## src/pif_pkg.sv

```systemverilog
// Package with register map, field layout and carriers for request flags 6-8
// -----------------------------------------------------------------------
// Notes on behaviour
// - Flags set by source regardless of enables
// - Flag reads one after event, zero otherwise
// - Writable flags stay set until software clears
// - Register six: eight writable flags, reset zero
// - Register seven: mixed writable and summary bits
// - PWM parameter flag follows group register OR
// - I2C error flag follows error register OR
// - I2C general flag follows protocol register OR
// - I2C buffer flags follow I2C buffer state
// - Register eight: four writable, four summary bits
// - UART general flag follows UART irq OR
// - UART framing flag follows error register OR
// - UART buffer flags ignore software writes
// -----------------------------------------------------------------------
package pif_pkg;
    // -------------------------------------------------------------------
    // Register map
    // -------------------------------------------------------------------
    localparam logic [11:0] PIF_OFS_REQ6 = 12'h4B4; // Request register six
    localparam logic [11:0] PIF_OFS_REQ7 = 12'h4B5; // Request register seven
    localparam logic [11:0] PIF_OFS_REQ8 = 12'h4B6; // Request register eight
    localparam logic [11:0] PIF_OFS_STAT = 12'h4C0; // Sticky event status
    localparam logic [11:0] PIF_OFS_MASK = 12'h4C1; // Interrupt mask
    localparam logic [7:0]  PIF_RST_REQ  = 8'h00;   // Reset of all flags
    localparam logic [7:0]  PIF_RST_MASK = 8'h00;   // Mask reset: all off
    localparam logic [7:0]  PIF_RST_STAT = 8'h00;   // Status reset: none seen
    // Bits that software may write in each request register
    localparam logic [7:0]  PIF_WMASK6   = 8'hFF;
    localparam logic [7:0]  PIF_WMASK7   = 8'h60;
    localparam logic [7:0]  PIF_WMASK8   = 8'hF0;
    // Bits that exist at all in register seven (bit 4 is absent)
    localparam logic [7:0]  PIF_IMPL7    = 8'hEF;
    // Summary bit positions
    localparam int PIF_B7_PWM  = 7;
    localparam int PIF_B7_I2CE = 3;
    localparam int PIF_B7_I2CG = 2;
    localparam int PIF_B7_I2CT = 1;
    localparam int PIF_B7_I2CR = 0;
    localparam int PIF_B8_UG   = 3;
    localparam int PIF_B8_UE   = 2;
    localparam int PIF_B8_UT   = 1;
    localparam int PIF_B8_UR   = 0;

    // Register bus request carrier
    typedef struct packed {
        logic [11:0] addr;
        logic [7:0]  wdata;
        logic        wr;
        logic        rd;
    } pif_bus_t;

    // Source registers inside peripherals feeding summary flags
    typedef struct packed {
        logic [7:0] pwm_three_group_irq_reg;
        logic [7:0] i2c_one_error_reg;
        logic [7:0] i2c_one_protocol_irq_reg;
        logic       i2c_one_transmit_flag;
        logic       i2c_one_receive_flag;
        logic [7:0] uart_two_irq_reg;
        logic [7:0] uart_two_error_reg;
        logic       uart_two_transmit_flag;
        logic       uart_two_receive_flag;
    } pif_src_t;
endpackage

```

## src/pif_flag_reg.sv

```systemverilog
// Module holding one byte of hardware-set, software-cleared flags
`timescale 1ns/1ps
`default_nettype none
module pif_flag_reg #(
    parameter logic [7:0] WMASK = 8'hFF // Writable, hardware-set bits
) (
    // Clock and reset
    input  wire logic       sys_clk,
    input  wire logic       sys_rst,
    // Event and software write
    input  wire logic [7:0] set_pulse,
    input  wire logic       wr_en,
    input  wire logic [7:0] wr_data,
    // Flag state
    output logic [7:0]      flags_r
);
    logic [7:0] flags_nxt; // Next flag value

    // Writes replace bits; a same-cycle event still wins over a clear
    always_comb begin
        flags_nxt = flags_r;
        if (wr_en) begin
            flags_nxt = wr_data & WMASK;
        end
        flags_nxt = (flags_nxt | set_pulse) & WMASK;
    end

    // Flags hold until software writes them back to zero
    always_ff @(posedge sys_clk) begin
        if (sys_rst) begin
            flags_r <= pif_pkg::PIF_RST_REQ;
        end else begin
            flags_r <= flags_nxt;
        end
    end
endmodule
`default_nettype wire

```

## src/pif_top.sv

```systemverilog
// Top module for peripheral request registers six to eight
//
// Local design decision: strobed register access.
`timescale 1ns/1ps
`default_nettype none
module pif_top (
    // Clock and reset
    input  wire logic              sys_clk,
    input  wire logic              sys_rst,
    // Register bus
    input  wire pif_pkg::pif_bus_t bus_in,
    output logic [7:0]             rdata_r,
    // Event pulses for writable flags
    input  wire logic [7:0]        set6_pulse,
    input  wire logic [7:0]        set7_pulse,
    input  wire logic [7:0]        set8_pulse,
    // Peripheral source registers
    input  wire pif_pkg::pif_src_t src_in,
    // Interrupt
    output logic                   irq
);
    // -------------------------------------------------------------------
    // Writable flag bytes
    // -------------------------------------------------------------------
    logic [7:0] req6_r;        // Register six state
    logic [7:0] req7w_r;       // Writable part of register seven
    logic [7:0] req8w_r;       // Writable part of register eight
    logic [7:0] req7;          // Full view of register seven
    logic [7:0] req8;          // Full view of register eight
    logic [7:0] stat_r;        // Sticky event status
    logic [7:0] stat_nxt;      // Next status
    logic [7:0] mask_r;        // Interrupt mask
    logic [7:0] sum_prev_r;    // Summary bits last cycle, for edges
    logic [7:0] sum_now;       // Summary bits this cycle
    logic [7:0] sum_rise;      // Summary bits that rose this cycle
    logic       wr6_hit;       // Write aimed at register six
    logic       wr7_hit;       // Write aimed at register seven
    logic       wr8_hit;       // Write aimed at register eight
    logic       wrm_hit;       // Write aimed at the mask
    logic       rds_hit;       // Read aimed at the status

    // Decode a write strobe for one address
    function automatic logic wr_hit(input pif_pkg::pif_bus_t b,
                                    input logic [11:0] a);
        return b.wr && (b.addr == a);
    endfunction

    // Decode a read strobe for one address
    function automatic logic rd_hit(input pif_pkg::pif_bus_t b,
                                    input logic [11:0] a);
        return b.rd && (b.addr == a);
    endfunction

    // -------------------------------------------------------------------
    // Bus decode
    // -------------------------------------------------------------------
    // One comparator per target, shared by the logic and the checks
    assign wr6_hit = wr_hit(bus_in, pif_pkg::PIF_OFS_REQ6);
    assign wr7_hit = wr_hit(bus_in, pif_pkg::PIF_OFS_REQ7);
    assign wr8_hit = wr_hit(bus_in, pif_pkg::PIF_OFS_REQ8);
    assign wrm_hit = wr_hit(bus_in, pif_pkg::PIF_OFS_MASK);
    assign rds_hit = rd_hit(bus_in, pif_pkg::PIF_OFS_STAT);

    pif_flag_reg #(.WMASK(pif_pkg::PIF_WMASK6)) u_req6 (
        .sys_clk   (sys_clk),
        .sys_rst   (sys_rst),
        .set_pulse (set6_pulse),
        .wr_en     (wr6_hit),
        .wr_data   (bus_in.wdata),
        .flags_r   (req6_r)
    );
    pif_flag_reg #(.WMASK(pif_pkg::PIF_WMASK7)) u_req7 (
        .sys_clk   (sys_clk),
        .sys_rst   (sys_rst),
        .set_pulse (set7_pulse),
        .wr_en     (wr7_hit),
        .wr_data   (bus_in.wdata),
        .flags_r   (req7w_r)
    );
    pif_flag_reg #(.WMASK(pif_pkg::PIF_WMASK8)) u_req8 (
        .sys_clk   (sys_clk),
        .sys_rst   (sys_rst),
        .set_pulse (set8_pulse),
        .wr_en     (wr8_hit),
        .wr_data   (bus_in.wdata),
        .flags_r   (req8w_r)
    );

    // -------------------------------------------------------------------
    // Summary flags, live OR of peripheral sources
    // -------------------------------------------------------------------
    // Combinational so they clear the same cycle the source empties;
    // writes never reach them since they hold no state here.
    always_comb begin
        req7 = req7w_r;
        req7[pif_pkg::PIF_B7_PWM]  = |src_in.pwm_three_group_irq_reg;
        req7[pif_pkg::PIF_B7_I2CE] = |src_in.i2c_one_error_reg;
        req7[pif_pkg::PIF_B7_I2CG] = |src_in.i2c_one_protocol_irq_reg;
        req7[pif_pkg::PIF_B7_I2CT] = src_in.i2c_one_transmit_flag;
        req7[pif_pkg::PIF_B7_I2CR] = src_in.i2c_one_receive_flag;
        req7 = req7 & pif_pkg::PIF_IMPL7;
        req8 = req8w_r;
        req8[pif_pkg::PIF_B8_UG] = |src_in.uart_two_irq_reg;
        req8[pif_pkg::PIF_B8_UE] = |src_in.uart_two_error_reg;
        req8[pif_pkg::PIF_B8_UT] = src_in.uart_two_transmit_flag;
        req8[pif_pkg::PIF_B8_UR] = src_in.uart_two_receive_flag;
    end

    // Status bit per register: 0 six, 1 seven, 2 eight
    assign sum_now = {5'h00, |req8, |req7, |req6_r};

    // Only a rise counts, so a flag that stays set raises status once
    assign sum_rise = sum_now & ~sum_prev_r;

    // -------------------------------------------------------------------
    // Sticky status and mask
    // -------------------------------------------------------------------
    // Rising of any register's OR sets status; a read clears, set wins
    always_comb begin
        stat_nxt = stat_r;
        if (rds_hit) begin
            stat_nxt = 8'h00;
        end
        stat_nxt = stat_nxt | sum_rise;
    end

    // Status and edge history
    always_ff @(posedge sys_clk) begin
        if (sys_rst) begin
            stat_r     <= pif_pkg::PIF_RST_STAT;
            sum_prev_r <= pif_pkg::PIF_RST_STAT;
        end else begin
            stat_r     <= stat_nxt;
            sum_prev_r <= sum_now;
        end
    end

    // Mask register
    always_ff @(posedge sys_clk) begin
        if (sys_rst) begin
            mask_r <= pif_pkg::PIF_RST_MASK;
        end else if (wrm_hit) begin
            mask_r <= bus_in.wdata & 8'h07;
        end
    end

    // Level interrupt while an unmasked status bit stands
    assign irq = |(stat_r & mask_r);

    // -------------------------------------------------------------------
    // Read data, one cycle after the strobe
    // -------------------------------------------------------------------
    always_ff @(posedge sys_clk) begin
        if (sys_rst) begin
            rdata_r <= 8'h00;
        end else if (bus_in.rd) begin
            case (bus_in.addr)
                pif_pkg::PIF_OFS_REQ6: rdata_r <= req6_r;
                pif_pkg::PIF_OFS_REQ7: rdata_r <= req7;
                pif_pkg::PIF_OFS_REQ8: rdata_r <= req8;
                pif_pkg::PIF_OFS_STAT: rdata_r <= stat_r;
                pif_pkg::PIF_OFS_MASK: rdata_r <= mask_r;
                default:               rdata_r <= 8'h00;   // Unmapped
            endcase
        end else begin
            rdata_r <= 8'h00;
        end
    end
endmodule
`default_nettype wire

```

## config.mk

```make
export PLATFORM = sky130hd
export DESIGN_NAME = pif_top
export DESIGN_NICKNAME = d
export VERILOG_FILES = /design/src/pif_pkg.sv /design/src/pif_flag_reg.sv /design/src/pif_top.sv
export SDC_FILE = /design/constraint.sdc
export NUM_CORES = 1
export LEC_CHECK = 0
export BUFFER_PORTS_ARGS = -buffer_cell sky130_fd_sc_hd__buf_2
export CAP_MARGIN = 20
export CORE_ASPECT_RATIO = 0.9
export CORE_UTILIZATION = 44
export CTS_BUF_LIST = sky130_fd_sc_hd__clkbuf_4 sky130_fd_sc_hd__clkbuf_8
export DETAILED_ROUTE_END_ITERATION = 10
export PLACE_DENSITY = 0.85
export SYNTH_ARGS = -nofsm -noshare
export SYNTH_HDL_FRONTEND = slang
export SYNTH_SLANG_ARGS = --single-unit
```

## constraint.sdc

```tcl
create_clock -name sys_clk -period 2.15 [get_ports sys_clk]
set_clock_uncertainty 0.05 [all_clocks]
set_input_delay 0.3225 -clock sys_clk [delete_from_list [all_inputs] [get_ports sys_clk]]
set_output_delay 0.3225 -clock sys_clk [all_outputs]
set_load 0.005 [all_outputs]
```

==> impl_metrics.toml <==
[outcome]
outcome = "complete, no violations"

[placement]
place_area_mm2 = 0.00212
hpwlAfterDp_um = 3740
globalplace.congestion = 0.899
dpl.cell_count = 322
io_buffers = 90

[routing]
wirelength_met1_um = 2030
routed_wl_um = 4780
met2_length_um = 2120
initialDrtViolationCount = 92
drc = 0
wl_met3_um = 530
wl_per_cell_um = 14.5
top_layer = "met4"
vias = 1900
firstDrtPassIters = 4
antenna_left = 0
viasPerCell = 5.78

[job]
drv_cap = 0

[layout]
final_cell_mix = "buf_2, dfxtp_1, a21oi_1, nor2_1"
stdcell_count = 329
final_common_cell = "buf_2"
layout-drive-gt1-share = 0.361
area_delta_synth_final_pct = 35.3
finalNetCount = 377
antenna_cells = 0
final_area_mm2 = 0.00220

[logic_synthesis]
synth_top_flop_cell = "dfxtp_1"
syn_area_mm2 = 0.00163
yosysUniqueCellTypes = 39
seq_area_frac_synth = 0.381
syn-num-nets = 287
synth_warnings = 0
synthArstFlopShare = 0
syn_avg_cell_area_um2 = 8.35
synth_seq_cells = 31
synth_edf_count = 0
synth_cells = 195

[worst_hold_path]
min_path_cells = 3
hp-class = "input pin to register"

[pwr]
total_leakage_power_nw = 0.982
finalPower_mw = 1.27
p_per_area_mw_per_mm2 = 579
peakVddDrop_mv = 0.437

[grt]
antenna_found_initial = 0
grt.overflow.total = 0
track_usage = 0.261
grt_start_max_net_pins = 24
grt_pass1_wl_um = 7430
grt_pass1_vias = 1693

[clock_network]
clkLatencyLatePin_ns = 0.29
cts_buffers = 5
cts_sinks = 31
cts-root-buf = "clkbuf_8"
cts.path.max_buffers = 2
postCtsSetupRepairBufs = 0
hold_buffers = 0
htree_levels = 2
cts_resized = 0
clk_pin_slew_ns = 0.06
cts_tree = "yes"

[floorplan]
num_rows = 20
pin_count = 101
dieArea_mm2 = 0.00395
core_area_mm2 = 0.00345
start_util = 0.472
die_w_um = 66.1
die_height_um = 59.7

[sta]
worst_slew_pin_slew_ns = 0.441
fmax_ghz = 0.579
finalCriticalPeriod_ns = 1.73
grt_setup_unrepaired = "no"
setup_tns_ns = 0
hold_viol_final = 0
fin_crit_sh = 0.803
finalSetupViolCount = 0
slew_headroom = 0.704
slew_violations = 0

[worst_setup_path]
cp.arrival_ns = 1.84
r2r_cells = 4
required_ns = 2.26
start_kind = "input pin"
path_class = "input pin to register"
cp_max_fo = 5
r2r_slack_ns = 0.62
cp-end-kind = "register"
==> worst max-delay path, stage by stage <==
cell and delay, ns:
buf_2 0.11, or4b_4 0.58, nor4_4 0.49, mux2i_1 0.25
a21oi_1 0.08
==> state kept, by name (all words and copies together) (netlist names) <==
signal	cells
mask_r	3
rdata_r	8
stat_r	3
sum_prev_r	3
u_req6.flags_r	8
u_req7.flags_r	2
u_req8.flags_r	4
==> final cells by class <==
| cell class | count | area [um^2] |
|---|---|---|
| fillers | 313 | 1250 |
| multi-input cells | 144 | 933 |
| flip-flops and latches | 31 | 621 |
| repair buffers | 92 | 465 |
| clock buffers | 6 | 82.6 |
| well taps | 44 | 55.1 |
| inverters | 11 | 41.3 |
| clock inverters | 1 | 5.00 |
==> cells by family (layout without fill, tap and decap cells) <==
logic type / count (synthesis) / count (layout) / share of synthesized area
and+or+nand+nor: 76 / 76 / 0.286
muxes: 11 / 11 / 0.0676
AOI/OAI and AO/OA: 57 / 57 / 0.220
DFF: 31 / 31 / 0.381
buffers and inverters: 20 / 110 / 0.0461
==> cells in the mapped netlist (2+ instances only) <==
library cell   n  area share
nor4_1         4       0.015
nand4b_1       2       0.011
clkbuf_1       9       0.021
a21oi_1       22       0.068
nand2_1       11       0.025
nand3_1        6       0.018
nor2_1        15       0.035
or4_1         11       0.051
a211oi_1       3       0.014
nand3b_1       2      0.0092
a41oi_1        3       0.016
nor3b_1        3       0.014
nor2b_1        3       0.012
a22o_1         3       0.016
or4b_4         2       0.017
o21ai_1        7       0.022
mux2i_1       11       0.068
nor3_1         6       0.018
inv_1         11       0.025
nand4_1        2      0.0077
dfxtp_1       31        0.38
a31oi_1       11       0.042
==> worst paths after layout <==
| check | from | endpoint |
|---|---|---|
| hold / removal | set8_pulse[7] | u_req8.flags_r[7] |
| setup / recovery | bus_in[19] | u_req8.flags_r[6] |
| hold reg to reg | sum_prev_r[2] | stat_r[2] |
| setup reg to reg | u_req8.flags_r[6] | stat_r[2] |
==> per-stage QoR <==
step           worst slack, ns  utilization  hold WS, ns
3_5_place_dp             0.118        0.613        0.412
3_3_place_gp             0.162        0.613        0.403
2_1_floorplan            0.378            -        0.357
6_report                 0.424        0.638        0.213
4_1_cts                  0.419        0.638        0.208
5_1_grt                  0.385        0.638        0.215
==> power breakdown <==
group | internal [mW] | switching [mW] | leakage, nW | total (mW)
clock network | 0.250 | 0.211 | 0.0470 | 0.461
registers | 0.603 | 0.0239 | 0.257 | 0.626
logic | 0.0974 | 0.0897 | 0.679 | 0.187
==> layer usage <==
| metal | track usage | vias to the layer above |
|---|---|---|
| li1 | - | 921 |
| met1 | 0.313 | 855 |
| met2 | 0.427 | 109 |
| met3 | 0.0840 | 15 |
| met4 | 0.116 | 0 |
| met5 | 0 | - |
No activity file was read; power rests on OpenSTA's default activity.
